$ cat config.mk
export PLATFORM = sky130hd
export DESIGN_NAME = ecls_top
export DESIGN_NICKNAME = d
export VERILOG_FILES = /design/src/rtl/ecls_pkg.sv /design/src/rtl/ecls_top.sv
export SDC_FILE = /design/constraint.sdc
export NUM_CORES = 1
export LEC_CHECK = 0
export BUFFER_PORTS_ARGS = -buffer_cell sky130_fd_sc_hd__buf_2
export CORE_ASPECT_RATIO = 0.75
export CORE_MARGIN = 2
export CORE_UTILIZATION = 42
export DETAILED_ROUTE_END_ITERATION = 10
export HOLD_SLACK_MARGIN = 0.08
export PLACE_DENSITY = 0.69
export SETUP_SLACK_MARGIN = 0.5
export SYNTH_ARGS = -nofsm -noshare
export SYNTH_HDL_FRONTEND = slang
export SYNTH_SLANG_ARGS = --single-unit
$ cat constraint.sdc
create_clock -name i_clk_sys -period 51.1 [get_ports i_clk_sys]
set_input_delay 5.11 -clock i_clk_sys [delete_from_list [all_inputs] [get_ports i_clk_sys]]
set_output_delay 5.11 -clock i_clk_sys [all_outputs]
set_load 0.005 [all_outputs]
$ cat src/rtl/ecls_pkg.sv
// Constants, register map and encodings for the embedded clock lane serdes
// Contract
// - Mode bit picks two or four lanes
// - Every lane payload is twenty bits; the code carries 16 data bits per lane in a 20-bit frame
// - Two-lane mode: word split over two lanes
// - Four-lane mode: two words per half-rate frame
// - Edge select picks rising or falling capture
// - Capture only after transmit PLL locked
// - Scramble and DC-balance every lane
// - Receiver detects lane count without training
// - Receiver removes skew up to 0.4 period
// - Lock only when all lanes locked
// - Recovered clock synchronous, polarity selectable
// - One missed clock drops lock, resynchronize
// - Master lane locks first, then others
// - Transmit power-down stops PLL, tri-states lanes
// - Transmit relocks PLL before sending data
// - Receive power-down stops, restart relocks
// - Two-lane mode floats lanes three and two
// - Output enable or power-down floats outputs
// - Boost current lasts one bit only
// - One boost setting for all lanes
// - Floating transmitter forces full resynchronization
// - Receive lock within bounded recovered periods
package ecls_pkg;

  // ********************************************************************
  // Line framing
  // ********************************************************************
  localparam int         FRAME_BITS   = 20;
  localparam int         DATA_BITS    = 16;
  localparam logic [1:0] FRAME_MARK   = 2'h2;
  localparam logic [4:0] FRAME_LAST   = 5'(FRAME_BITS - 1);
  localparam logic [4:0] DC_MID       = 5'(DATA_BITS / 2);
  localparam logic [4:0] SAMPLE_OFS   = 5'(FRAME_BITS / 2);
  localparam logic [4:0] QTR_OFS      = 5'(FRAME_BITS / 4);

  // ********************************************************************
  // Rates, lock and skew figures
  // ********************************************************************
  localparam int         DUAL_MAX_MHZ = 50;
  localparam int         QUAD_MAX_MHZ = 85;
  localparam int         SKEW_TENTHS  = 4;
  localparam int         SKEW_BITS    = FRAME_BITS * SKEW_TENTHS / 10;
  localparam logic [4:0] TX_PLL_EDGES = 5'h10;
  localparam int         LOCK_FRAMES_N = 4;
  localparam logic [2:0] LOCK_FRAMES  = 3'(LOCK_FRAMES_N);
  localparam logic [7:0] DETECT_CYCLES = 8'((LOCK_FRAMES_N + 3) * FRAME_BITS);
  localparam int         LOCK_KPER_DUAL = 128;
  localparam int         LOCK_KPER_QUAD = 256;
  localparam int         LOCK_CYC_DUAL = LOCK_KPER_DUAL * 1024 * FRAME_BITS;
  localparam int         LOCK_CYC_QUAD =
    LOCK_KPER_QUAD * 1024 * (FRAME_BITS / 2);
  localparam int         LOCK_W       = 22;

  // ********************************************************************
  // Register map
  // ********************************************************************
  localparam logic [3:0] ADR_CTRL     = 4'h0;
  localparam logic [3:0] ADR_STATUS   = 4'h4;
  localparam int         CTRL_TX_PD_N = 0;
  localparam int         CTRL_QUAD    = 1;
  localparam int         CTRL_TX_EDGE = 2;
  localparam int         CTRL_RX_PD_N = 3;
  localparam int         CTRL_RX_OE   = 4;
  localparam int         CTRL_RX_EDGE = 5;
  localparam int         CTRL_PREEMPH = 6;
  localparam logic [6:0] CTRL_RESET   = 7'h00;

  typedef enum logic [1:0] {
    RX_OFF         = 2'b00,
    RX_HUNT_MASTER = 2'b01,
    RX_HUNT_REST   = 2'b10,
    RX_LOCKED      = 2'b11
  } ecls_rx_state_t;

endpackage

$ cat src/rtl/ecls_top.sv
// Transmit and receive logic of the embedded clock lane serdes
`timescale 1ns/1ps
module ecls_top import ecls_pkg::*; #(
  parameter int LOCK_LIMIT_CYCLES = LOCK_CYC_DUAL
) (
  input  wire logic        i_clk_sys,
  input  wire logic        i_rst_n,
  input  wire logic        i_wb_cyc,
  input  wire logic        i_wb_stb,
  input  wire logic        i_wb_we,
  input  wire logic [3:0]  i_wb_adr,
  input  wire logic [31:0] i_wb_dat,
  input  wire logic [3:0]  i_wb_sel,
  output logic      [31:0] o_wb_dat,
  output logic             o_wb_ack,
  input  wire logic        i_tx_parallel_clock,
  input  wire logic [31:0] i_tx_parallel_word,
  output logic      [3:0]  o_serial_lane_out,
  output logic      [3:0]  o_serial_lane_oe,
  output logic      [3:0]  o_serial_lane_boost,
  input  wire logic [3:0]  i_serial_lane_in,
  output logic      [31:0] o_rx_parallel_word,
  output logic             o_rx_parallel_word_oe,
  output logic             o_recovered_clock_out,
  output logic             o_recovered_clock_oe,
  output logic             o_rx_lock
);

  if (LOCK_LIMIT_CYCLES <= int'(DETECT_CYCLES) ||
      LOCK_LIMIT_CYCLES >= (1 << LOCK_W)) begin : g_bad_limit
    $error("LOCK_LIMIT_CYCLES out of range");
  end

  function automatic logic [4:0] ones16(input logic [15:0] v);
    logic [4:0] n;
    n = 5'h00;
    for (int k = 0; k < 16; k++) n = n + {4'h0, v[k]};
    return n;
  endfunction

  // ********************************************************************
  // Reset release and input synchronisers
  // ********************************************************************
  logic        rst_meta_reg;
  logic        rst_n_reg;
  logic [36:0] in_meta_reg;
  logic [36:0] in_sync_reg;

  always_ff @(posedge i_clk_sys or negedge i_rst_n) begin
    if (!i_rst_n) begin
      rst_meta_reg <= 1'b0;
      rst_n_reg    <= 1'b0;
    end else begin
      rst_meta_reg <= 1'b1;
      rst_n_reg    <= rst_meta_reg;
    end
  end

  always_ff @(posedge i_clk_sys or negedge rst_n_reg) begin
    if (!rst_n_reg) begin
      in_meta_reg <= 37'h0;
      in_sync_reg <= 37'h0;
    end else begin
      in_meta_reg <= {i_serial_lane_in, i_tx_parallel_clock,
                      i_tx_parallel_word};
      in_sync_reg <= in_meta_reg;
    end
  end

  logic [31:0] tx_word;
  logic        pclk;
  logic [3:0]  lane_in;
  assign tx_word = in_sync_reg[31:0];
  assign pclk    = in_sync_reg[32];
  assign lane_in = in_sync_reg[36:33];

  // ********************************************************************
  // Wishbone slave
  // ********************************************************************
  logic [6:0]  ctrl_reg;
  logic        wb_ack_reg;
  logic [31:0] wb_dat_reg;
  logic [31:0] status;
  logic        wb_req;
  logic        tx_locked_reg;
  logic        lock_out_reg;
  logic        rx_quad_reg;
  logic [3:0]  lane_lock;

  assign wb_req = i_wb_cyc & i_wb_stb & ~wb_ack_reg;
  assign status = {24'h0, lane_lock, 1'b0, rx_quad_reg, lock_out_reg,
                   tx_locked_reg};

  always_ff @(posedge i_clk_sys or negedge rst_n_reg) begin
    if (!rst_n_reg) begin
      ctrl_reg <= CTRL_RESET;
    end else if (wb_req & i_wb_we & i_wb_sel[0] & (i_wb_adr == ADR_CTRL)) begin
      ctrl_reg <= i_wb_dat[6:0];
    end
  end

  always_ff @(posedge i_clk_sys or negedge rst_n_reg) begin
    if (!rst_n_reg) begin
      wb_ack_reg <= 1'b0;
      wb_dat_reg <= 32'h0;
    end else begin
      wb_ack_reg <= wb_req;
      if (wb_req & ~i_wb_we) begin
        if (i_wb_adr == ADR_CTRL) wb_dat_reg <= {25'h0, ctrl_reg};
        else if (i_wb_adr == ADR_STATUS) wb_dat_reg <= status;
        else wb_dat_reg <= 32'h0;
      end
    end
  end

  assign o_wb_ack = wb_ack_reg;
  assign o_wb_dat = wb_dat_reg;

  logic tx_pd_n;
  logic tx_quad;
  logic tx_edge;
  logic rx_pd_n;
  logic rx_oe;
  logic rx_edge;
  logic preemph;
  assign tx_pd_n = ctrl_reg[CTRL_TX_PD_N];
  assign tx_quad = ctrl_reg[CTRL_QUAD];
  assign tx_edge = ctrl_reg[CTRL_TX_EDGE];
  assign rx_pd_n = ctrl_reg[CTRL_RX_PD_N];
  assign rx_oe   = ctrl_reg[CTRL_RX_OE];
  assign rx_edge = ctrl_reg[CTRL_RX_EDGE];
  assign preemph = ctrl_reg[CTRL_PREEMPH];

  // ********************************************************************
  // Transmit PLL model and word capture
  // ********************************************************************
  logic        pclk_d_reg;
  logic [4:0]  tx_pll_cnt_reg;
  logic        tx_phase_reg;
  logic [31:0] hold_a_reg;
  logic [31:0] hold_b_reg;
  logic [4:0]  tx_bit_reg;
  logic        pclk_rise;
  logic        pclk_fall;
  logic        cap_edge;
  logic        tx_load;

  assign pclk_rise = pclk & ~pclk_d_reg;
  assign pclk_fall = ~pclk & pclk_d_reg;
  assign cap_edge  = tx_edge ? pclk_rise : pclk_fall;
  assign tx_load   = tx_locked_reg & (tx_bit_reg == 5'h00);

  always_ff @(posedge i_clk_sys or negedge rst_n_reg) begin
    if (!rst_n_reg) begin
      pclk_d_reg     <= 1'b0;
      tx_pll_cnt_reg <= 5'h00;
      tx_locked_reg  <= 1'b0;
    end else begin
      pclk_d_reg <= pclk;
      if (!tx_pd_n) begin
        tx_pll_cnt_reg <= 5'h00;
        tx_locked_reg  <= 1'b0;
      end else if (pclk_rise & ~tx_locked_reg) begin
        tx_pll_cnt_reg <= tx_pll_cnt_reg + 5'h01;
        if (tx_pll_cnt_reg == TX_PLL_EDGES - 5'h01) tx_locked_reg <= 1'b1;
      end
    end
  end

  // Quad pairs alternate edges into two holds; the frame engine just
  // takes the latest pair, so a slow or fast parallel clock never stalls
  always_ff @(posedge i_clk_sys or negedge rst_n_reg) begin
    if (!rst_n_reg) begin
      tx_phase_reg <= 1'b0;
      hold_a_reg   <= 32'h0;
      hold_b_reg   <= 32'h0;
    end else if (!tx_locked_reg) begin
      tx_phase_reg <= 1'b0;
    end else if (cap_edge) begin
      tx_phase_reg <= tx_quad & ~tx_phase_reg;
      if (tx_phase_reg) hold_b_reg <= tx_word;
      else hold_a_reg <= tx_word;
    end
  end

  always_ff @(posedge i_clk_sys or negedge rst_n_reg) begin
    if (!rst_n_reg) tx_bit_reg <= 5'h00;
    else if (!tx_locked_reg) tx_bit_reg <= 5'h00;
    else if (tx_bit_reg == FRAME_LAST) tx_bit_reg <= 5'h00;
    else tx_bit_reg <= tx_bit_reg + 5'h01;
  end

  // ********************************************************************
  // Transmit lanes
  // ********************************************************************
  logic [63:0] hold_all;
  assign hold_all = {hold_b_reg, hold_a_reg};

  for (genvar i = 0; i < 4; i++) begin : g_tx
    logic [15:0] scr_reg;
    logic [7:0]  rd_reg;
    logic [19:0] sh_reg;
    logic        out_reg;
    logic        oe_reg;
    logic        boost_reg;
    logic [15:0] s;
    logic [4:0]  ones;
    logic [4:0]  ones_sent;
    logic        rd_pos;
    logic        rd_neg;
    logic        inv;
    logic [19:0] frame;
    logic        nbit;
    logic        oe_next;

    // Self-synchronising scrambler: the receiver needs no seed or training
    assign s = hold_all[16*i +: 16] ^ scr_reg;
    assign ones = ones16(s);
    assign rd_pos = ~rd_reg[7] & (rd_reg != 8'h00);
    assign rd_neg = rd_reg[7];
    assign inv = (ones > DC_MID) ? rd_pos : (ones < DC_MID) ? rd_neg : 1'b0;
    assign ones_sent = inv ? 5'h10 - ones : ones;
    assign frame = {FRAME_MARK, inv ? ~s : s, inv, ~inv};
    assign nbit = tx_load ? frame[19] : sh_reg[18];
    assign oe_next = tx_pd_n & tx_locked_reg & ((i < 2) | tx_quad);

    always_ff @(posedge i_clk_sys or negedge rst_n_reg) begin
      if (!rst_n_reg) begin
        scr_reg <= 16'h0;
        rd_reg  <= 8'h00;
        sh_reg  <= 20'h0;
      end else if (tx_load) begin
        scr_reg <= s;
        rd_reg  <= rd_reg + {3'h0, ones_sent} - {3'h0, DC_MID};
        sh_reg  <= frame;
      end else begin
        sh_reg  <= {sh_reg[18:0], 1'b0};
      end
    end

    always_ff @(posedge i_clk_sys or negedge rst_n_reg) begin
      if (!rst_n_reg) begin
        out_reg   <= 1'b0;
        oe_reg    <= 1'b0;
        boost_reg <= 1'b0;
      end else begin
        oe_reg    <= oe_next;
        out_reg   <= oe_next & nbit;
        boost_reg <= preemph & oe_next & (nbit != out_reg);
      end
    end

    assign o_serial_lane_out[i]   = out_reg;
    assign o_serial_lane_oe[i]    = oe_reg;
    assign o_serial_lane_boost[i] = boost_reg;
  end

  // ********************************************************************
  // Receive lanes: frame hunt, lock count, descramble
  // ********************************************************************
  ecls_rx_state_t rx_state_reg;
  logic [3:0]     lane_miss;
  logic [3:0]     lane_hunt;
  logic [63:0]    pay_all;
  logic           rx_flush;
  logic           miss_any;
  logic [4:0]     ref_cnt;

  for (genvar i = 0; i < 4; i++) begin : g_rx
    logic [19:0] rsh_reg;
    logic [4:0]  cnt_reg;
    logic        aligned_reg;
    logic [2:0]  good_reg;
    logic        lock_reg;
    logic [15:0] prev_reg;
    logic [15:0] pay_reg;
    logic        valid;
    logic        fend;
    logic [15:0] s;

    assign valid = (rsh_reg[19:18] == FRAME_MARK) & (rsh_reg[1] != rsh_reg[0]);
    assign fend  = aligned_reg & (cnt_reg == FRAME_LAST);
    assign s     = rsh_reg[1] ? ~rsh_reg[17:2] : rsh_reg[17:2];
    assign lane_hunt[i] = (rx_state_reg != RX_OFF) &
      ((i == 0) | (lane_lock[0] &
       ((i < 2) | (rx_state_reg != RX_LOCKED) | rx_quad_reg)));

    always_ff @(posedge i_clk_sys or negedge rst_n_reg) begin
      if (!rst_n_reg) rsh_reg <= 20'h0;
      else rsh_reg <= {rsh_reg[18:0], lane_in[i]};
    end

    always_ff @(posedge i_clk_sys or negedge rst_n_reg) begin
      if (!rst_n_reg) begin
        aligned_reg <= 1'b0;
        cnt_reg     <= 5'h00;
        good_reg    <= 3'h0;
        lock_reg    <= 1'b0;
        prev_reg    <= 16'h0;
        pay_reg     <= 16'h0;
      end else if (rx_flush | ~lane_hunt[i]) begin
        aligned_reg <= 1'b0;
        cnt_reg     <= 5'h00;
        good_reg    <= 3'h0;
        lock_reg    <= 1'b0;
      end else if (!aligned_reg) begin
        if (valid) aligned_reg <= 1'b1;
      end else begin
        cnt_reg <= (cnt_reg == FRAME_LAST) ? 5'h00 : cnt_reg + 5'h01;
        if (fend & valid) begin
          prev_reg <= s;
          pay_reg  <= s ^ prev_reg;
          if (good_reg != LOCK_FRAMES) good_reg <= good_reg + 3'h1;
          else lock_reg <= 1'b1;
        end else if (fend) begin
          aligned_reg <= 1'b0;
          good_reg    <= 3'h0;
          lock_reg    <= 1'b0;
        end
      end
    end

    assign lane_lock[i] = lock_reg;
    assign lane_miss[i] = fend & ~valid & lock_reg;
    assign pay_all[16*i +: 16] = pay_reg;
  end

  assign ref_cnt  = g_rx[0].cnt_reg;
  assign miss_any = |lane_miss;

  // ********************************************************************
  // Receive sequencing: master first, mode detect, watchdog
  // ********************************************************************
  logic [LOCK_W-1:0] wd_reg;
  logic [7:0]        det_reg;
  logic              wd_expire;

  assign wd_expire = (rx_state_reg != RX_LOCKED) &
                     (wd_reg == LOCK_W'(LOCK_LIMIT_CYCLES - 1));
  assign rx_flush  = (rx_state_reg == RX_OFF) | miss_any | wd_expire;

  always_ff @(posedge i_clk_sys or negedge rst_n_reg) begin
    if (!rst_n_reg) begin
      rx_state_reg <= RX_OFF;
      wd_reg       <= '0;
      det_reg      <= 8'h00;
      rx_quad_reg  <= 1'b0;
    end else if (!rx_pd_n) begin
      rx_state_reg <= RX_OFF;
    end else if (miss_any | wd_expire) begin
      rx_state_reg <= RX_HUNT_MASTER;
      wd_reg       <= '0;
      det_reg      <= 8'h00;
    end else begin
      unique case (rx_state_reg)
        RX_OFF: begin
          rx_state_reg <= RX_HUNT_MASTER;
          wd_reg       <= '0;
        end
        RX_HUNT_MASTER: begin
          wd_reg  <= wd_reg + 1'b1;
          det_reg <= 8'h00;
          if (lane_lock[0]) rx_state_reg <= RX_HUNT_REST;
        end
        RX_HUNT_REST: begin
          wd_reg <= wd_reg + 1'b1;
          if (det_reg != DETECT_CYCLES) begin
            det_reg <= det_reg + 8'h01;
          end else if (lane_lock[1]) begin
            rx_quad_reg  <= &lane_lock[3:2];
            rx_state_reg <= RX_LOCKED;
          end
        end
        RX_LOCKED: begin
          wd_reg <= '0;
        end
      endcase
    end
  end

  // ********************************************************************
  // Receive output: deskewed word and recovered clock
  // ********************************************************************
  logic [31:0] word_reg;
  logic [31:0] pend_reg;
  logic        rclk_reg;
  logic        data_oe_reg;
  logic [4:0]  ref_mod;
  logic        lvl;
  logic        locked_now;

  // Sampling half a frame after lane 0 ends leaves room for SKEW_BITS
  // of skew either way; more than that would mix payloads
  assign locked_now = (rx_state_reg == RX_LOCKED) & ~miss_any;
  assign ref_mod = (ref_cnt >= SAMPLE_OFS) ? ref_cnt - SAMPLE_OFS : ref_cnt;
  assign lvl = rx_quad_reg ?
    ((ref_mod >= QTR_OFS - 5'h01) & (ref_mod < SAMPLE_OFS - 5'h01)) :
    ((ref_cnt == FRAME_LAST) | (ref_cnt < SAMPLE_OFS - 5'h01));

  always_ff @(posedge i_clk_sys or negedge rst_n_reg) begin
    if (!rst_n_reg) begin
      word_reg     <= 32'h0;
      pend_reg     <= 32'h0;
      rclk_reg     <= 1'b0;
      data_oe_reg  <= 1'b0;
      lock_out_reg <= 1'b0;
    end else begin
      lock_out_reg <= locked_now;
      data_oe_reg  <= rx_pd_n & rx_oe;
      rclk_reg     <= locked_now & (lvl ~^ rx_edge);
      if (!locked_now) begin
        word_reg <= 32'h0;
      end else if (ref_cnt == SAMPLE_OFS - 5'h01) begin
        word_reg <= pay_all[31:0];
        pend_reg <= pay_all[63:32];
      end else if (rx_quad_reg & (ref_cnt == FRAME_LAST)) begin
        word_reg <= pend_reg;
      end
    end
  end

  assign o_rx_parallel_word    = word_reg;
  assign o_rx_parallel_word_oe = data_oe_reg;
  assign o_recovered_clock_out = rclk_reg;
  assign o_recovered_clock_oe  = data_oe_reg;
  assign o_rx_lock             = lock_out_reg;
endmodule // ecls_top

# Word level (Yosys, flattened, before mapping)
# Index checks and enable logic that the tools add are counted.
# W data, S select, Z words.
[op_classes]
n_eq_ne = 47
n_reduce_logical = 40
magnitude_cmp = 12
n_addsub = 85
mux = 128
bitwise_logic = 108
[op_table]
columns = ["cell", "n"]
rows = [
  ["$add A5 B1 Y5", 44],
  ["$mux W16", 8],
  ["$not A16 Y16", 8],
  ["$xor A16 B16 Y16", 8],
  ["$mux W5", 21],
  ["$mux W32", 3],
  ["$mux W19", 4],
  ["$mux W3", 20],
  ["$mux W1", 59],
  ["$and A1 B1 Y1", 56],
  ["$reduce_and A3 Y1", 15],
  ["$pmux W22 S2", 1],
  ["$add A8 B5 Y8", 4],
  ["$mux W8", 4],
  ["$reduce_bool A8 Y1", 4],
  ["$sub A8 B4 Y8 const B", 4],
  ["$add A5 B1 Y5 const B", 6],
  ["$lt A5 B4 Y1 const B", 6],
  ["$ne A3 B3 Y1 const B", 9],
  ["$not A1 Y1", 27],
  ["$eq A5 B5 Y1 const B", 5],
  ["$add A22 B1 Y22 const B", 1],
  ["$eq A22 B22 Y1 const B", 1],
  ["$mux W22", 1],
  ["38 further kinds", 101],
]
[word_totals]
wordCells = 493
output_inout_bits = 81
regBits = 723
in_bits = 82

# Depth between registers and ports, before layout
# Gate-level depths: netlist of the first run.
[depth]
word_depth = 22
ltp_mapped = 31
mapped_depth_nobuf = 30

# Least setup slack after synthesis of the first run
# Ideal clock, no wire load.
[synth_path]
kind = "input port to flip-flop"
startpoint = "input port i_wb_adr[1]"
endpoint = "register ctrl_reg[0]"
t_arrival_ns = 6.624
n_path_buf = 1
required_ns = 50.975
path_slack_ns = 44.351
path_stages = 4
setup_ns = 0.125
path_cell_list = "or3_1 > clkbuf_1 > nor3_1 > mux2_2"
[synth_via]
elab_chain_cells = 2
[synth_lines]
columns = ["item", "line_no", "rtl"]
rows = [
  ["from (decl)", "ecls_top.sv:11", "input wire logic [3:0] i_wb_adr,"],
  ["$logic_not A4 Y1", "ecls_top.sv:97", "end else if (wb_req & i_wb_we & i_wb_sel[0] & (i_wb_adr == ADR_CTRL)) begin"],
  ["$and A1 B1 Y1", "ecls_top.sv:97", ""],
  ["to (signal assigned)", "ecls_top.sv:98", "ctrl_reg <= i_wb_dat[6:0];"],
  ["to (decl)", "ecls_top.sv:80", "logic [6:0] ctrl_reg;"],
]
# Every way passes these cells.
# A chain may end at the register's enable or synchronous reset.

# Final worst setup path of the first run
[layout_path]
startpoint = "register g_tx[1].scr_reg[15]"
endpoint = "register g_tx[1].rd_reg[7]"
[layout_via]
elab_chain_cells = 8
word_cells_on_any_way = 10
cone_classes = "4 x add/sub; 2 x order compare; 3 x mux; 1 x bitwise"
[layout_lines]
columns = ["item", "line_no", "rtl"]
rows = [
  ["from (decl)", "ecls_top.sv:200", "logic [15:0] scr_reg;"],
  ["from (signal assigned)", "ecls_top.sv:233", "scr_reg <= s;"],
  ["$xor A16 B16 Y16 *", "ecls_top.sv:217", "assign s = hold_all[16*i +: 16] ^ scr_reg;"],
  ["named net g_tx[1].s[15]", "ecls_top.sv:206", "logic [15:0] s;"],
  ["$add A5 B1 Y5 *", "ecls_top.sv:37", "for (int k = 0; k < 16; k++) n = n + {4'h0, v[k]};"],
  ["$lt A5 B4 Y1", "ecls_top.sv:221", "assign inv = (ones > DC_MID) ? rd_pos : (ones < DC_MID) ? rd_neg : 1'b0;"],
  ["$mux W1 (2 in series)", "ecls_top.sv:221", ""],
  ["$mux W5 *", "ecls_top.sv:222", "assign ones_sent = inv ? 5'h10 - ones : ones;"],
  ["$add A8 B5 Y8 *", "ecls_top.sv:234", "rd_reg <= rd_reg + {3'h0, ones_sent} - {3'h0, DC_MID};"],
  ["$sub A8 B4 Y8 *", "ecls_top.sv:234", ""],
  ["to (signal assigned)", "ecls_top.sv:234", ""],
  ["to (decl)", "ecls_top.sv:201", "logic [7:0] rd_reg;"],
]
# Mark *: on every way through the listed nets, which the timed path passes. The rest lies on a longest branch.

==> results.tsv, run 1 <==
stage	metric	value	unit
status	status	complete, no violations	
drt	drt_iter0_drc	1323	
finish	syn2layout_area_growth	11.84	%
floorplan	die_h	241.6	µm
job	cap_violations	0	
floorplan	die_area	77470	µm²
worst_setup_path	slowest_stage	fa_1	
grt	gr-total-overflow	0	
logic_synthesis	netlist_area	31600	µm²
drt	drc	0	
logic_synthesis	ys_top_cells_by_area	dfrtp_1, xnor2_1, mux2_2	
sta	hold_violations	0	
worst_setup_path	crit_type	reg2reg	
finish	layout.cells.non_filler	3836	
logic_synthesis	yosysWarnings	0	
worst_setup_path	start_kind	flip-flop	
power_and_ir_drop	p_per_area	31.65	nW/µm²
floorplan	die_w	320.7	µm
drt	wl_per_cell	14.72	µm
worst_setup_path	cpPeakStageDelay	530	ps
floorplan	rows	87	
finish	final_common_cell	dfrtp_1	
cts	clk_pin_slew_worst_paths	60	ps
cts	numCtsBuffers	72	
grt	grt_pass1_vias	18460	
finish	drive_above_1_share	0.1460	
logic_synthesis	seq_area_frac_synth	0.5535	
logic_synthesis	synthArstFlopShare	1.000	
finish	fill_cells	6634	
floorplan	start_util	0.4226	
power_and_ir_drop	p_comb_frac	0.027	
sta	finalSetupTns	0	ps
grt	grt_use_total	0.1505	
drt	postRouteWirelength	56460	µm
power_and_ir_drop	finalPower	1.119	mW
finish	seqCellArea	17500	µm²
cts	htree_levels	3	
logic_synthesis	syn_area_per_cell	11.66	µm²
worst_hold_path	hp-class	reg2async	
cts	holdBufCountCts	0	
floorplan	core_area	74780	µm²
logic_synthesis	synth-edff-count	0	
logic_synthesis	syn_inst	2711	
logic_synthesis	postSynthRegisterBits	699	
power_and_ir_drop	vdd_drop_max	0.00002608	V
finish	layout_common_cells	dfrtp_1, nand2_1, xnor2_1	
grt	antenna_found_initial	2	
power_and_ir_drop	power.internal	0.8619	mW
finish	design_area	35340	µm²
worst_setup_path	rrSetupSlack	44180	ps
logic_synthesis	yosysTopAreaCellShare	0.5535	
drt	vias_per_cell	4.804	
drt	dr.pass1.iters	7	
power_and_ir_drop	clkPwrFrac	0.463	
logic_synthesis	synth_largest_area_cell	dfrtp_1	
place	io_buffers	110	
floorplan	io_pins	163	
place	dp_cells	3703	
grt	grt_max_degree	159	
worst_setup_path	cp.required	51560	ps
sta	rsz0062_at_grt	false	
worst_setup_path	critPathMaxFanout	5	
grt	grt_pass1_wl	96100	µm
power_and_ir_drop	switchingPower	0.2566	mW
sta	max_slew.worst_pin.slew	1100	ps
sta	clock_skew	26.75	ps
cts	clock_latency	630	ps
finish	multi_input_area	13000	µm²
cts	cts_tree	built	
power_and_ir_drop	seqPwrFrac	0.510	
sta	fin_ws	44180	ps
sta	max_freq	0.1445	GHz
worst_setup_path	crit_buf_inv	3	
place	dpl.hpwl	37020	µm
place	gp_congestion	0.7613	
logic_synthesis	synth_cell_types	67	
worst_setup_path	crit_arrival	7390	ps
sta	setup-violations-final	0	
drt	vias	18430	
sta	finalWorstPathRequiredPeriod	6923	ps
cts	cts-resized-gates	0	
finish	largest_reg_flops	80	
cts	clk_path_buf_depth	3	
drt	antenna_left	0	
logic_synthesis	synthFlopType	dfrtp_1	
worst_setup_path	crit_top_cell	fa_1	
worst_setup_path	endpoint_kind	flip-flop	
power_and_ir_drop	switching_share	0.2294	
finish	utilization	0.4726	
place	dp_slack	43900	ps
sta	hold_slack	335.6	ps
finish	fin_nets	3024	
cts	clock_sinks	699	
sta	max_slew_margin	0.2608	
cts	clockRootBuffer	clkbuf_16	
power_and_ir_drop	p_leak	16.68	nW
sta	post-route-period-util	0.1355	
worst_setup_path	path_delay_family	adder cells	
cts	cts_setup_buffers	0	
place	postPlaceCellArea	33000	µm²
sta	slew_violations	0	
-- cells in the mapped netlist, types with 14 or more instances --
cell and n:
a21o_1 14, nor2_1 130, dfrtp_1 699, o21ai_0 157, xor2_1 153, xnor2_1 243, buf_4 39, nor3_1 26
fa_1 44, nand3_1 28, mux2_1 31, buf_2 20, o31ai_1 40, mux2_2 143, nand2_1 316, nor2b_1 23
clkbuf_1 77, mux2i_1 48, ha_1 100, inv_1 137, a21oi_1 81
-- worst reg2reg max path, cell delays in order, from the launching register on --
cell	delay [ps]
dfrtp_1	400
xor2_1	420
fa_1	520
fa_1	520
inv_1	50
fa_1	480
inv_1	60
fa_1	530
ha_1	170
inv_1	50
fa_1	520
ha_1	260
nand2_1	80
maj3_1	360
o22ai_1	210
o22ai_2	130
nand2_1	90
o21ai_0	80
ha_1	280
ha_1	230
fa_1	410
a21o_1	190
a21oi_1	210
o21bai_1	90
a21oi_1	200
xnor2_1	140
o21ai_0	90
-- cells by family after synthesis --
family | synth area share
flops | 0.5535
simple gates | 0.08533
xor+xnor | 0.1098
compound gates | 0.06608
buf+inv | 0.03975
mux | 0.07721
fa+ha+maj | 0.06810
other cells | 0.0002377
-- per-layer routing --
metal / share of wire / wire length (µm) / GRT usage / up-vias
met5: 0 / 0 / 0 / -
met4: 0.020 / 1139 / 0.04198 / 0
met3: 0.039 / 2182 / 0.02806 / 76
met2: 0.43 / 24310 / 0.2177 / 239
met1: 0.51 / 28840 / 0.2304 / 9036
li1: - / - / - / 9079
-- cell type report --
type                            instances  share of cell area
Sequential cell                       699              0.4950
Multi-Input combinational cell       1752              0.3679
Clock buffer                          100             0.05763
Tap cell                              979             0.03466
Timing Repair Buffer                  136             0.02145
Inverter                              137             0.01455
Clock inverter                         32            0.008673
Antenna cell                            1          0.00007080
-- power by group through the flow --
stage / logic, mW / registers, mW / clock network, mW
2_1_floorplan: 0.0186 / 0.585 / 0
3_3_place_gp: 0.0310 / 0.580 / 0
3_5_place_dp: 0.0315 / 0.581 / 0
4_1_cts: 0.0317 / 0.570 / 0.535
5_1_grt: 0.0355 / 0.571 / 0.558
6_report: 0.0305 / 0.570 / 0.518
-- worst paths after layout --
check	start	end	depth (start not counted)
max in group asynchronous	i_rst_n	rst_n_reg$_DFF_PN0_	1
worst max register to register	g_tx[1].scr_reg[15]$_DFFE_PN0P_	g_tx[1].rd_reg[7]$_DFFE_PN0P_	26
worst min-delay path	rst_n_reg$_DFF_PN0_	o_rx_parallel_word[6]$_DFFE_PN0P_	0
worst min register to register	rst_n_reg$_DFF_PN0_	o_rx_parallel_word[6]$_DFFE_PN0P_	0
min in group i_clk_sys	in_meta_reg[30]$_DFF_PN0_	in_sync_reg[30]$_DFF_PN0_	0
worst max-delay path	g_tx[1].scr_reg[15]$_DFFE_PN0P_	g_tx[1].rd_reg[7]$_DFFE_PN0P_	26
(Power assumes the default switching activity.)
==> run 2: changes to the inputs <==
Settings changed: ABC_AREA from default to 1, PLACE_DENSITY 0.69 to 0.71.
Clock period 51.1 ns to 5.7 ns, I/O delays scaled along.
==> results.tsv, run 2 <==
stage	metric	value	unit	change
status	status	complete, but fails checks		
status	failed_checks	setup timing		
floorplan	io_pins	163		unchanged
sta	setup-violations-final	15		+15
sta	max_freq	0.1684	GHz	+17%
worst_setup_path	critPathMaxFanout	4		-1
drt	drc	0		unchanged
cts	clock_latency	620	ps	about the same
worst_setup_path	cpPeakStageDelay	530	ps	about the same
cts	clk_pin_slew_worst_paths	60	ps	about the same
logic_synthesis	synth_commonest_cells	nand2_1, dfrtp_1, inv_1		
logic_synthesis	netlist_area	32230	µm²	+2.0%
sta	hold_violations	0		unchanged
drt	vias_per_cell	4.722		-1.7%
logic_synthesis	synth_xor_area_frac	0.06713		-0.04263
logic_synthesis	syn_area_per_cell	9.574	µm²	-18%
finish	seqCellArea	17500	µm²	unchanged
floorplan	die_w	323.9	µm	+0.97%
finish	fin_nets	3815		+26%
grt	grt_pass1_wl	109400	µm	+14%
drt	vias	22020		+20%
grt	gr-total-overflow	0		unchanged
sta	slew_violations	0		unchanged
drt	drt_iter0_drc	1641		+24%
place	io_buffers	110		unchanged
place	dp_cells	4453		+20%
finish	layout_common_cells	nand2_1, dfrtp_1, inv_1		
logic_synthesis	synth_top_family_by_area	simple AND/OR/NAND/NOR gates		
logic_synthesis	synth_compound_area_frac	0.08064		+0.01456
worst_setup_path	crit_buf_inv	8		+5
worst_setup_path	crit_arrival	6480	ps	-910 ps
drt	postRouteWirelength	64330	µm	+14%
place	dpl.hpwl	41160	µm	+11%
place	gp_congestion	0.8029		+5.5%
cts	cts_tree	built		
worst_setup_path	rrSetupSlack	-240	ps	-44420 ps
logic_synthesis	yosysWarnings	0		unchanged
worst_setup_path	start_kind	flip-flop		
worst_setup_path	path_delay_family	adder cells		
cts	numCtsBuffers	71		-1.4%
logic_synthesis	synth_cell_types	51		-24%
cts	clk_path_buf_depth	3		unchanged
finish	largest_reg_flops	80		unchanged
cts	clock_sinks	699		unchanged
finish	multi_input_area	13090	µm²	+0.69%
finish	syn2layout_area_growth	17.23	%	
grt	grt_use_total	0.1685		+0.01797
logic_synthesis	seq_area_frac_synth	0.5428		-0.01075
finish	drive_above_1_share	0.1730		+0.02702
drt	dr.pass1.iters	5		-2
sta	hold_slack	143.3	ps	-192.3 ps
drt	wl_met1	32430	µm	+12%
sta	clock_skew	29.63	ps	+2.882 ps
floorplan	rows	87		unchanged
grt	antenna_found_initial	0		-2
grt	grt_pass1_vias	21780		+18%
logic_synthesis	synth.most_common_cell	nand2_1		
finish	utilization	0.5001		+0.02746
sta	max_slew_margin	0.2799		+0.01901
logic_synthesis	synth_fa_ha_area_frac	0.06616		-0.001943
finish	n_antenna_cell	0		-1
logic_synthesis	synthFlopType	dfrtp_1		
logic_synthesis	synth-edff-count	0		unchanged
logic_synthesis	syn_inst	3366		+24%
cts	clockRootBuffer	clkbuf_16		
sta	rsz0062_at_grt	true		
logic_synthesis	synth-simple-area-share	0.1583		+0.07293
worst_setup_path	endpoint_kind	flip-flop		
floorplan	start_util	0.4266		+0.004019
grt	grt_max_degree	173		+8.8%
drt	antenna_left	0		unchanged
worst_setup_path	slowest_stage	fa_1		
worst_setup_path	crit_type	reg2reg		
sta	fin_ws	-239.0	ps	-44420 ps
floorplan	core_area	75550	µm²	+1.0%
drt	met2WireLength	28040	µm	+15%
sta	finalWorstPathRequiredPeriod	5939	ps	-983.8 ps
logic_synthesis	synthArstFlopShare	1.000		unchanged
logic_synthesis	yosysTopAreaCellShare	0.5428		-0.01075
worst_hold_path	hp-class	in2reg		
logic_synthesis	synth_mux_area_frac	0.01153		-0.06568
job	cap_violations	0		unchanged
logic_synthesis	synth_largest_area_cell	dfrtp_1		
finish	layout.cells.non_filler	4664		+22%
logic_synthesis	postSynthRegisterBits	699		unchanged
drt	route.met3.wl	2453	µm	+12%
finish	fill_cells	6822		+2.8%
logic_synthesis	ys_top_cells_by_area	dfrtp_1, nand2_1, inv_1		
floorplan	die_area	78980	µm²	+2.0%
sta	max_slew.worst_pin.slew	1080	ps	-20.05 ps
worst_setup_path	cp.required	6240	ps	-45320 ps
finish	final_common_cell	nand2_1		
floorplan	die_h	243.9	µm	+0.97%
cts	htree_levels	3		unchanged
drt	top_layer	met4		
drt	wl_per_cell	13.79	µm	-6.3%
sta	post-route-period-util	1.042		+0.9065
[run 2: per-stage QoR]
stage	area, µm²	setup slack, ps	TNS [ps]
after global routing	37780	-560.0	-7076
after global placement	34150	-179.5	-655.9
final	37780	-239.0	-1863
after detailed placement	34150	-280.8	-1642
after floorplan	32540	-1054	-734670
after CTS	37370	-215.0	-841.6
[run 2: repair_timing]
| item | in CTS | in global routing |
|---|---|---|
| setup buffers | 30 | 19 |
| hold buffers | 37 | 0 |
| endpoints found under the hold margin | 38 | 0 |
| pin swaps | 37 | 54 |
| setup endpoints to repair | 24 | 82 |
| resized for setup | 50 | 76 |
| cloned | 0 | 0 |
[run 2: final cells by class]
type | count | area share
clock buffers | 94 | 0.05253
inverters | 398 | 0.03974
multi-input cells | 2145 | 0.3466
repair buffers | 274 | 0.05253
well taps | 1023 | 0.03388
clock inverters | 31 | 0.01159
flip-flops and latches | 699 | 0.4631
[run 2: final timing paths]
| check | start | end | cells past startpoint |
|---|---|---|---|
| worst max-delay path | hold_a_reg[29]$_DFFE_PN0P_ | g_tx[1].rd_reg[7]$_DFFE_PN0P_ | 31 |
| worst min-delay path | i_serial_lane_in[2] | in_meta_reg[35]$_DFF_PN0_ | 1 |
| worst max register to register | hold_a_reg[29]$_DFFE_PN0P_ | g_tx[1].rd_reg[7]$_DFFE_PN0P_ | 31 |
| worst min register to register | in_meta_reg[16]$_DFF_PN0_ | in_sync_reg[16]$_DFF_PN0_ | 0 |
| max in group asynchronous | rst_n_reg$_DFF_PN0_ | g_tx[1].sh_reg[18]$_DFF_PN0_ | 1 |
| min in group asynchronous | i_rst_n | rst_n_reg$_DFF_PN0_ | 2 |
[run 2: cells by family (layout without fill, tap and decap cells)]
logic type	after synthesis	after routing
flip-flops	699	699
AO/OA/AOI/OAI	476	476
buffers and inverters	545	797
XOR/XNOR	247	247
other	2	25
adder cells (fa/ha/maj)	144	144
multiplexers	33	33
AND/OR/NAND/NOR	1220	1220
[run 2: worst reg2reg max path: cells and delay by family, from the launching register on]
family                     cells  cell delay [ps]
xor gates and xnor gates       1              230
buffers and inverters          8              560
DFF                            1              410
adders and majority gates      9             3410
AOI/OAI and AO/OA              6              660
and+or+nand+nor                7              610
[run 2: layer usage]
metal  vias up  track usage
li1      11030            -
met1     10550       0.2548
met2       335       0.2480
met3       108      0.02776
met4         0      0.04956
met5         -            0
Power of run 2 is not shown: default switching activity piles up to over one toggle a cycle in this logic, so the estimate is an artifact.
==> run 3: changes to the inputs <==
Settings changed: CELL_PAD_IN_SITES_DETAIL_PLACEMENT from default to 0, CELL_PAD_IN_SITES_GLOBAL_PLACEMENT from default to 1, PLACE_DENSITY 0.71 to 0.85.
==> results.tsv, run 3 (synthesis gave the netlist of run 2 again) <==
stage	metric	value	unit	change
status	status	complete, but fails checks		
status	failed_checks	setup timing		
sta	max_slew_margin	0.3161		+0.03621
sta	hold_violations	0		unchanged
cts	clockRootBuffer	clkbuf_16		
cts	cts_tree	built		
grt	grt_max_degree	174		+0.58%
worst_setup_path	rr_endpoint	g_tx[3].rd_reg[7]$_DFFE_PN0P_		
drt	vias	21990		-0.16%
finish	layout_common_cells	nand2_1, dfrtp_1, inv_1		
floorplan	die_w	323.9	µm	unchanged
sta	setup-violations-final	15		unchanged
cts	clk_path_buf_depth	3		unchanged
worst_setup_path	slowest_stage	fa_1		
floorplan	core_area	75550	µm²	unchanged
finish	fin_nets	3839		+0.63%
worst_setup_path	critPathMaxFanout	5		+1
worst_setup_path	crit_arrival	6570	ps	+90 ps
drt	top_layer	met4		
finish	largest_reg_flops	80		unchanged
floorplan	rows	87		unchanged
worst_setup_path	cpPeakStageDelay	540	ps	about the same
worst_setup_path	crit_type	reg2reg		
cts	htree_levels	3		unchanged
worst_hold_path	min_to	o_wb_ack$_DFF_PN0_		
floorplan	io_pins	163		unchanged
worst_setup_path	r2r-start	g_tx[3].scr_reg[15]$_DFFE_PN0P_		
job	cap_violations	0		unchanged
place	io_buffers	110		unchanged
cts	numCtsBuffers	75		+5.6%
drt	drt_iter0_drc	1360		-17%
drt	postRouteWirelength	65440	µm	+1.7%
finish	layout.cells.non_filler	4696		+0.69%
place	gp_congestion	0.8028		about the same
drt	route.met3.wl	2271	µm	-7.4%
grt	antenna_found_initial	0		unchanged
grt	gr-total-overflow	0		unchanged
finish	fill_cells	6933		+1.6%
place	dpl.hpwl	41450	µm	+0.72%
worst_setup_path	ff2ff_path_depth	33		+6.5%
sta	post-route-period-util	1.056		+0.01364
finish	syn2layout_area_growth	19.09	%	
finish	n_antenna_cell	0		unchanged
worst_setup_path	cp.required	6260	ps	+20 ps
finish	final_common_cell	nand2_1		
finish	drive_above_1_share	0.1895		+0.01646
worst_hold_path	hold_depth	3		+2
sta	clock_skew	24.20	ps	-5.425 ps
cts	clock_latency	630	ps	about the same
worst_setup_path	startpoint	g_tx[3].scr_reg[15]$_DFFE_PN0P_		
sta	max_freq	0.1662	GHz	-1.3%
sta	max_slew.worst_pin.slew	1026	ps	-54.31 ps
cts	clk_pin_slew_worst_paths	60	ps	about the same
drt	dr.pass1.iters	5		unchanged
finish	seqCellArea	17500	µm²	unchanged
sta	finalWorstPathRequiredPeriod	6017	ps	+77.75 ps
grt	grt_pass1_wl	110800	µm	+1.2%
sta	fin_ws	-316.8	ps	-77.75 ps
place	dp_cells	4463		+0.22%
floorplan	start_util	0.4266		unchanged
drt	wl_met1	33440	µm	+3.1%
sta	finalSetupTns	-2504	ps	-640.7 ps
grt	grt_pass1_vias	21750		-0.13%
floorplan	die_h	243.9	µm	unchanged
floorplan	die_area	78980	µm²	unchanged
worst_setup_path	start_kind	flip-flop		
worst_hold_path	min_from	i_wb_stb		
grt	grt_use_total	0.1715		+0.003010
sta	rsz0062_at_grt	true		
drt	antenna_left	0		unchanged
cts	clock_sinks	699		unchanged
worst_hold_path	hp-class	in2reg		
sta	slew_violations	0		unchanged
drt	drc	0		unchanged
drt	wl_per_cell	13.94	µm	+1.0%
worst_setup_path	endpoint_kind	flip-flop		
drt	met2WireLength	28500	µm	+1.6%
drt	vias_per_cell	4.682		-0.84%
finish	multi_input_area	13210	µm²	+0.92%
worst_setup_path	rrSetupSlack	-320	ps	-80 ps
==> run 3: changes by cell type in the layout (fill, tap and decap cells not counted), moves of 5 or more <==
cell,delta
buf_4,+15
clkbuf_1,-5
inv_2,+7
clkbuf_16,+5
clkbuf_8,+7
nand2_1,-7
inv_1,-10
==> run 3: metal layers <==
| layer | track usage | vias up |
|---|---|---|
| li1 | - | 11080 |
| met1 | 0.2627 | 10540 |
| met2 | 0.2502 | 288 |
| met3 | 0.02909 | 85 |
| met4 | 0.04534 | 0 |
| met5 | 0 | - |
==> run 3: per-stage QoR <==
step / worst slack (ps) / hold slack [ps] / utilization / cell area (µm²)
4_1_cts: -212.5 / 148.8 / 0.5002 / 37790
3_3_place_gp: -255.8 / 332.9 / 0.4530 / 34230
2_1_floorplan: -1054 / 274.4 / - / 32540
6_report: -316.8 / 188.7 / 0.5080 / 38380
5_1_grt: -624.6 / 173.5 / 0.5080 / 38380
3_5_place_dp: -283.8 / 334.7 / 0.4530 / 34230
==> run 3: worst max-delay path by stage <==
stage,to,slack (ps),cells past startpoint
after floorplan,ctrl_reg[0]$_DFFE_PN0P_,-1050,0
after global placement,g_tx[0].rd_reg[7]$_DFFE_PN0P_,-260,32
after detailed placement,g_tx[0].rd_reg[7]$_DFFE_PN0P_,-280,32
after CTS,g_tx[0].rd_reg[7]$_DFFE_PN0P_,-210,31
after global routing,g_tx[3].rd_reg[7]$_DFFE_PN0P_,-620,33
final,g_tx[3].rd_reg[7]$_DFFE_PN0P_,-320,33
==> run 3: final cells by class <==
cell class                 instances  area share
timing repair buffer             294     0.05676
tap                             1023     0.03335
multi-input combinational       2145      0.3443
inverter                         398     0.03942
clock buffer                     100     0.05634
sequential                       699      0.4559
clock inverter                    37     0.01395
==> run 3: timing repair <==
item                                    CTS  global route
resized for setup                        58           113
pin swaps                                68            63
endpoints found under the setup margin   24            72
hold endpoints to repair                 39             0
setup buffers                            35            22
hold buffers                             38             0
gates cloned                              0             1
==> run 3: critical path, delay by kind of cell (launching register included) <==
| kind | cells | cell delay, ps |
|---|---|---|
| fa+ha+maj | 9 | 3490 |
| buf+inv | 7 | 500 |
| simple gates | 11 | 860 |
| compound gates | 5 | 500 |
| flops | 1 | 390 |
| xor+xnor | 1 | 170 |
Power of run 3 is left out for the same reason.
